[src/shared/vpbm_cfg.svh]
// constants for the vector priority and boot map block
`ifndef VPBM_CFG_SVH
`define VPBM_CFG_SVH
// ****************************************
// vector table
// ****************************************
`define VPBM_NUM_VEC 22
`define VPBM_VEC_W 5
`define VPBM_ADDR_W 21
`define VPBM_LVL_W 2
`define VPBM_VEC_STRIDE_SHIFT 1
`define VPBM_FIXED_LVL 2'h3
`define VPBM_DBG_LVL_MIN 2'h1
`define VPBM_EXT_LVL_MAX 2'h2
// ****************************************
// boot addresses
// ****************************************
`define VPBM_BOOT_INT_RST 21'h020000
`define VPBM_BOOT_INT_WDT 21'h020002
`define VPBM_BOOT_EXT_RST 21'h000000
`define VPBM_BOOT_EXT_WDT 21'h000002
`define VPBM_BOOT_FLASH_LO 21'h020000
`define VPBM_BOOT_FLASH_HI 21'h020FFF
`define VPBM_FLASH_LO_BASE 21'h000000
`define VPBM_FLASH_HI_BASE 21'h010000
`define VPBM_FLASH_SIZE 21'h010000
`define VPBM_ADDR16_TOP 21'h00FFFF
`define VPBM_EXT_HI_BASE 21'h100000
`endif

[src/shared/vpbm_pkg.sv]
// types for the vector priority and boot map block
package vpbm_pkg;
  typedef struct packed {
    logic valid;
    logic [4:0] vector;
    logic [1:0] level;
  } vpbm_cand_type;
  typedef struct packed {
    logic map_select_bit;
    logic secured_state_bit;
    logic address_width_strap;
  } vpbm_mode_type;
  typedef enum logic [2:0] {
    VPBM_INT_MAP = 3'h1,
    VPBM_EXT16_MAP = 3'h2,
    VPBM_EXT20_MAP = 3'h4
  } vpbm_map_type;
endpackage

[src/hw/vpbm_rank.sv]
// one rank stage comparing two interrupt candidates
`timescale 1ns/1ps
module vpbm_rank
  import vpbm_pkg::*;
(
  input wire vpbm_cand_type cand_a,
  input wire vpbm_cand_type cand_b,
  output vpbm_cand_type winner
);
  // higher level wins, equal level keeps smaller vector (a is always lower)
  wire b_beats = cand_b.valid & (~cand_a.valid | (cand_b.level > cand_a.level));
  assign winner = b_beats ? cand_b : cand_a;
endmodule // vpbm_rank

[src/hw/vpbm_top.sv]
// interrupt vector ranking and reset program map selection
// Behaviour
// RQ1: higher priority level serviced before lower
// RQ2: same level, smallest vector number wins
// RQ3: vector address is base plus two words
// RQ4: core exception vectors 2-5 fixed level 3
// RQ5: debug unit vectors take level 1-3
// RQ6: external, low voltage, pll take 0-2
// RQ7: reset fetches may overlay vector slots 0,1
// RQ8: software puts jumps then calls in table
// RQ9: internal boot fetches 020000 / 020002
// RQ10: external 16-bit boot fetches 000000 / 000002
// RQ11: external boot relocates program flash upward
// RQ12: external 20-bit boot uses ram at bootflash
// RQ13: width strap selects 16 or 20 bits
// RQ14: external above 00FFFF blocked until pins reconfigured
// RQ15: software configures pins before 100000 access
// RQ16: secured flash refuses external boot mode
// RQ17: map bit writable only if unsecured at reset
// RQ18: reset loads map and secured bits
// RQ19: present best unmasked vector every cycle
`timescale 1ns/1ps
`include "vpbm_cfg.svh"
module vpbm_top
  import vpbm_pkg::*;
#(
  parameter int NUM_VEC = `VPBM_NUM_VEC,
  parameter int ADDR_W = `VPBM_ADDR_W
)
(
  input wire logic sys_clk,
  input wire logic sys_rst,
  input wire logic external_boot_strap,
  input wire logic address_width_strap,
  input wire logic flash_secure,
  input wire logic watchdog_reset,
  input wire logic map_select_wr,
  input wire logic map_select_wdata,
  input wire logic upper_pins_enabled,
  input wire logic [ADDR_W-1:0] vector_base_register,
  input wire logic [NUM_VEC-1:0] irq_pending,
  input wire logic [2*NUM_VEC-1:0] irq_level_cfg,
  input wire logic [1:0] core_mask_level,
  input wire logic [ADDR_W-1:0] fetch_addr,
  output logic [ADDR_W-1:0] boot_fetch_addr,
  output logic irq_valid,
  output logic [4:0] irq_vector,
  output logic [1:0] irq_level,
  output logic [ADDR_W-1:0] irq_vector_addr,
  output vpbm_mode_type mode_status,
  output vpbm_map_type map_state,
  output logic ext_addr_20bit,
  output logic fetch_external,
  output logic fetch_blocked,
  output logic [ADDR_W-1:0] flash_phys_addr,
  output logic flash_hit
);
  // ****************************************
  // operating mode bits
  // ****************************************
  logic map_q, map_d;
  logic secured_q;
  logic width_q;
  logic rst_seen_q;

  // first cycle after reset: capture straps in a clocked way
  wire load_straps = ~rst_seen_q;
  wire strap_map = external_boot_strap & ~flash_secure; // RQ16 RQ18
  assign map_d = load_straps ? strap_map :
                 (map_select_wr & ~secured_q) ? map_select_wdata : map_q; // RQ17

  // mode register process
  always_ff @(posedge sys_clk) begin
    if (sys_rst) begin
      rst_seen_q <= 1'b0;
      map_q <= 1'b0;
      secured_q <= 1'b1;
      width_q <= 1'b0;
    end else begin
      rst_seen_q <= 1'b1;
      map_q <= map_d;
      if (load_straps) begin
        secured_q <= flash_secure; // RQ18
        width_q <= address_width_strap; // RQ13
      end
    end
  end

  assign mode_status = '{map_select_bit: map_q, secured_state_bit: secured_q, address_width_strap: width_q};
  assign ext_addr_20bit = width_q; // RQ13

  // ****************************************
  // program map
  // ****************************************
  wire ext_map = map_q;
  wire ext20 = ext_map & width_q;
  assign map_state = !ext_map ? VPBM_INT_MAP : (ext20 ? VPBM_EXT20_MAP : VPBM_EXT16_MAP);

  // reset fetch address selection
  wire [ADDR_W-1:0] int_boot = watchdog_reset ? `VPBM_BOOT_INT_WDT : `VPBM_BOOT_INT_RST; // RQ9
  wire [ADDR_W-1:0] ext_boot = watchdog_reset ? `VPBM_BOOT_EXT_WDT : `VPBM_BOOT_EXT_RST; // RQ10
  // 20-bit external boot reuses the boot flash address, served from external ram
  wire [ADDR_W-1:0] boot_d = (ext_map & ~width_q) ? ext_boot : int_boot; // RQ12 RQ7

  // address decode for core fetches
  wire in_boot_win = (fetch_addr >= `VPBM_BOOT_FLASH_LO) && (fetch_addr <= `VPBM_BOOT_FLASH_HI);
  wire [ADDR_W-1:0] flash_base = ext_map ? `VPBM_FLASH_HI_BASE : `VPBM_FLASH_LO_BASE; // RQ11
  wire in_flash = (fetch_addr >= flash_base) && (fetch_addr < (flash_base + `VPBM_FLASH_SIZE));
  wire in_low_ext = ext_map & ~width_q & (fetch_addr <= `VPBM_ADDR16_TOP);
  wire in_boot_ext = ext20 & in_boot_win; // RQ12
  wire above_16 = fetch_addr > `VPBM_ADDR16_TOP;
  wire in_high_ext = fetch_addr >= `VPBM_EXT_HI_BASE;
  wire low_ext_int = ~ext_map & (fetch_addr >= `VPBM_FLASH_HI_BASE) & (fetch_addr < `VPBM_BOOT_FLASH_LO);
  wire ext_d = in_low_ext | in_boot_ext | in_high_ext | low_ext_int;
  // external space above the low 64K is unreachable until pins are reconfigured
  wire blocked_d = ext_d & above_16 & ~upper_pins_enabled; // RQ14 RQ15

  // ****************************************
  // interrupt level assignment
  // ****************************************
  logic [1:0] eff_lvl [NUM_VEC];
  vpbm_cand_type cand [NUM_VEC];

  // clamp programmed levels of debug and external vectors into their legal range; all other vectors take fixed levels
  generate
    for (genvar v = 0; v < NUM_VEC; v++) begin : g_lvl
      wire [1:0] raw = irq_level_cfg[2*v +: 2];
      wire fixed3 = (v >= 2) && (v <= 5);
      wire dbg = (v == 6) || (v == 7) || (v == 9) || (v == 10) || (v == 11);
      wire extl = (v == 17) || (v == 18) || (v == 20) || (v == 21);
      wire resv = (v <= 1) || (v == 8) || (v == 12) || (v == 13) || (v == 19);
      wire [1:0] sw_lvl = (v == 14) ? 2'h2 : (v == 15) ? 2'h1 : 2'h0;
      assign eff_lvl[v] = fixed3 ? `VPBM_FIXED_LVL : // RQ4
                          dbg ? ((raw < `VPBM_DBG_LVL_MIN) ? `VPBM_DBG_LVL_MIN : raw) : // RQ5
                          extl ? ((raw > `VPBM_EXT_LVL_MAX) ? `VPBM_EXT_LVL_MAX : raw) : // RQ6
                          sw_lvl;
      // masked requests below the core level are dropped
      assign cand[v] = '{valid: irq_pending[v] & ~resv & (eff_lvl[v] >= core_mask_level), // RQ19
                         vector: 5'(v), level: eff_lvl[v]};
    end
  endgenerate

  // ****************************************
  // ranking chain
  // ****************************************
  vpbm_cand_type chain [NUM_VEC];
  assign chain[0] = cand[0];
  generate
    for (genvar r = 1; r < NUM_VEC; r++) begin : g_rank
      // lower index kept on ties
      vpbm_rank u_rank (
        .cand_a(chain[r-1]),
        .cand_b(cand[r]),
        .winner(chain[r])
      ); // RQ1 RQ2
    end
  endgenerate

  wire vpbm_cand_type best = chain[NUM_VEC-1];
  // two words per vector
  wire [ADDR_W-1:0] vec_off = ADDR_W'({best.vector, 1'b0}); // RQ3
  wire [ADDR_W-1:0] vec_addr_d = vector_base_register + vec_off; // RQ3

  // ****************************************
  // output registers
  // ****************************************
  // remapped flash address seen by the flash array
  wire [ADDR_W-1:0] flash_off = fetch_addr - flash_base;

  always_ff @(posedge sys_clk) begin
    if (sys_rst) begin
      irq_valid <= 1'b0;
      irq_vector <= 5'h0;
      irq_level <= 2'h0;
      irq_vector_addr <= '0;
      boot_fetch_addr <= `VPBM_BOOT_INT_RST;
      fetch_external <= 1'b0;
      fetch_blocked <= 1'b0;
      flash_phys_addr <= '0;
      flash_hit <= 1'b0;
    end else begin
      irq_valid <= best.valid; // RQ19
      irq_vector <= best.vector;
      irq_level <= best.level;
      irq_vector_addr <= vec_addr_d;
      boot_fetch_addr <= boot_d;
      fetch_external <= ext_d;
      fetch_blocked <= blocked_d; // RQ14
      flash_phys_addr <= in_flash ? flash_off : '0;
      flash_hit <= in_flash; // RQ11
    end
  end
endmodule // vpbm_top

[config.mk]
export PLATFORM = sky130hd
export DESIGN_NAME = vpbm_top
export DESIGN_NICKNAME = d
export VERILOG_FILES = /design/src/shared/vpbm_pkg.sv /design/src/hw/vpbm_rank.sv /design/src/hw/vpbm_top.sv
export VERILOG_INCLUDE_DIRS = /design/src /design/src/shared
export SDC_FILE = /design/constraint.sdc
export NUM_CORES = 1
export LEC_CHECK = 0
export BUFFER_PORTS_ARGS = -buffer_cell sky130_fd_sc_hd__buf_2
export CORE_MARGIN = 1
export CORE_UTILIZATION = 30
export DETAILED_ROUTE_END_ITERATION = 6
export GPL_TIMING_DRIVEN = 0
export SLEW_MARGIN = 5
export SYNTH_ARGS = -nofsm -noshare
export SYNTH_HDL_FRONTEND = slang
export SYNTH_SLANG_ARGS = --single-unit
[constraint.sdc]
create_clock -name sys_clk -period 13.1 [get_ports sys_clk]
set_clock_uncertainty 0.1 [all_clocks]
set_input_delay 1.31 -clock sys_clk [delete_from_list [all_inputs] [get_ports sys_clk]]
set_output_delay 1.31 -clock sys_clk [all_outputs]
set_load 0.01 [all_outputs]
==> results.yml <==
sta:
  finalSetupViolCount: 0
  rsz0062_at_grt: "yes"
  hold_viol: 0
  post-route-min-period_ns: 12.93
  slew_headroom: 0.463
  worst_slew_pin_slew_ns: 0.798
  fmax_mhz: 77.4
  holdWs_ns: 0.440
  finalCritPeriodShare: 0.987
  fin_tns_setup_ns: 0
  drv_slew: 0
die:
  rows: 41
  start_util: 0.309
  die_w_um: 116
  io_pins: 200
  die_h_um: 116
  core_area_um2: 12700
  dieArea_um2: 13500
setup_path:
  r2r-end: "flash_phys_addr[20]"
  endpoint_kind: "register"
  reg2regPathDepth: 7
  crit_path_max_fanout: 7
  critical_path_arrival_ns: 13.02
  critical_path_required_ns: 13.19
  rrSetupSlack_ns: 10.94
  setup.worst_path.start: "irq_pending[3]"
  critPathMaxStageDelay_ns: 0.55
  reg2reg_from: "ext_map"
  crit_type: "in -> reg"
  start_kind: "input pin"
  crit_end: "irq_vector_addr[13]"
  cp_slowest_cell: "or4_4"
synth:
  synth.distinct_cells: 63
  synth_ff_type: "dfxtp_1"
  ys_warn_count: 0
  synth_edf_count: 0
  synthArstFlopShare: 0
  syn_area_um2: 3920
  ys_ff_latch: 59
  avgSynthCellArea_um2: 8.45
  seq_area_frac_synth: 0.301
  syn-instance-count: 464
layout:
  mostFrequentLayoutCell: "buf_2"
  diodes: 0
  final_nets: 845
  fin_area_um2: 6010
  layout-area-overhead-vs-synth_pct: 53.4
  drive_gt1_frac: 0.464
  utilization: 0.474
  final_cell_mix: "buf_2, buf_4, dfxtp_1"
run:
  cap_viol_max_count: 0
clocking:
  numCtsBuffers: 9
  cts_tree: "yes"
  clkLatencyLatePin_ns: 0.31
  root_buffer: "clkbuf_16"
  clkSinkCount: 59
  cts.path.max_buffers: 2
  clkSlewWorstSetupHoldPaths_ns: 0.05
  htreeDepth: 3
detailed_routing:
  first_pass_iters: 4
  drc_errors: 0
  wirelength_um: 11800
  first_iter_violations: 135
  viasPerCell: 4.65
  routedWlPerCell_um: 13.7
  vias: 3991
  ant_nets: 0
power_and_ir_drop:
  leakagePower_nw: 2.92
  power_density_nw_per_um2: 123
  vdd_drop_max_v: 0.0000665
status:
  status: "finished clean"
worst_hold_path:
  hold_class: "reg -> reg"
grt:
  grt_max_degree: 14
  antenna_found_initial: 1
  overflow: 0
  grt_usage: 0.166
  grt_pass1_wl_um: 17400
  grt_pass1_vias: 3837
placed_design:
  gp_congestion: 0.845
  dp_hpwl_um: 8710
  io_buffers: 147
  placed_area_um2: 4940
[stage by stage]
step / setup slack [ns] / power (mW) / cells
global placement: -1.34 / 0.418 / 801
detailed placement: -1.77 / 0.424 / 801
floorplan: 0.259 / 0.352 / 482
finish: 0.172 / 0.737 / 858
global route: -0.416 / 0.787 / 858
CTS: 0.00138 / 0.694 / 837
[cell type report]
class,instances,area (µm²)
fillers,1240,6660
multi-input cells,357,2910
flip-flops and latches,59,1180
repair buffers,188,1070
clock buffers,12,256
plain buffers,37,221
well taps,172,215
inverters,29,113
clock inverters,4,48.8
[sequential cells by signal, indices dropped and copies added (netlist names)]
signal and cells:
rst_seen_q 1, irq_vector_addr 21, flash_hit 1, ext_map 1, irq_level 2, fetch_external 1, boot_fetch_addr 2, secured_q 1
irq_vector 5, irq_valid 1, flash_phys_addr 21, fetch_blocked 1, ext_addr_20bit 1
[worst max-delay path: cells and delay by family]
family,cells,cell delay [ns]
compound gates,29,3.96
xor+xnor,1,0.14
fa+ha+maj,11,3.30
buf+inv,5,0.47
simple gates,23,3.82
[routing by layer]
| metal | routed length (µm) | vias up | part of all wire | GRT usage |
|---|---|---|---|---|
| li1 | - | 2008 | - | - |
| met5 | 8 | - | 0.00068 | 0 |
| met4 | 193 | 2 | 0.016 | 0.0573 |
| met1 | 4730 | 1819 | 0.40 | 0.181 |
| met3 | 738 | 20 | 0.063 | 0.0363 |
| met2 | 6100 | 142 | 0.52 | 0.312 |
[power breakdown]
part           switching, mW  internal [mW]  total [mW]  leakage, nW
clock                 0.0785          0.157       0.236        0.153
sequential           0.00584          0.199       0.204        0.485
combinational          0.155          0.143       0.297         2.28
total                  0.239          0.498       0.737         2.92
[logic make-up (layout without fill, tap and decap cells)]
kind of cell	count (synthesis)	in the layout	synth area share
and+or+nand+nor	170	170	0.233
AOI/OAI and AO/OA	106	106	0.196
buffers and inverters	66	270	0.0843
DFF	59	59	0.301
adders and majority gates	45	45	0.146
xor gates and xnor gates	16	16	0.0358
other	1	19	0.000957
muxes	1	1	0.00255
[synth_stat cells, types with 3 or more instances]
cell / number / share of area
dfxtp_1: 59 / 0.30
ha_1: 44 / 0.14
nor2_1: 43 / 0.041
a21oi_1: 29 / 0.037
and2_1: 29 / 0.046
inv_1: 28 / 0.027
nand2_1: 27 / 0.026
buf_4: 22 / 0.042
o21ai_0: 18 / 0.023
nor2b_1: 16 / 0.026
clkbuf_1: 15 / 0.014
xor2_1: 12 / 0.027
a21o_1: 11 / 0.021
nand2b_1: 10 / 0.016
nor3_1: 10 / 0.013
nand3_1: 8 / 0.010
nand4_1: 5 / 0.0080
a21boi_0: 4 / 0.0077
o21a_1: 4 / 0.0077
o21ai_1: 4 / 0.0051
xnor2_1: 4 / 0.0089
nor3b_1: 3 / 0.0057
nor4_1: 3 / 0.0048
o211ai_1: 3 / 0.0057
o21ai_2: 3 / 0.0067
or3_1: 3 / 0.0048
[worst min path at each step]
stage / start / end / slack [ns] / cells after the start
2_1_floorplan: secured_q / secured_q / 0.40 / 2
3_3_place_gp: secured_q / secured_q / 0.42 / 2
3_5_place_dp: secured_q / secured_q / 0.44 / 2
4_1_cts: secured_q / secured_q / 0.45 / 2
5_1_grt: secured_q / secured_q / 0.48 / 2
6_report: secured_q / secured_q / 0.44 / 2
[repair_timing]
item / in CTS / in global routing
endpoints found under the setup margin: 20 / 19
hold buffers: 0 / 0
setup buffers: 20 / 21
gates resized for setup: 36 / 73
pin swaps: 14 / 64
Note: power is estimated with default switching activity, not from simulation.
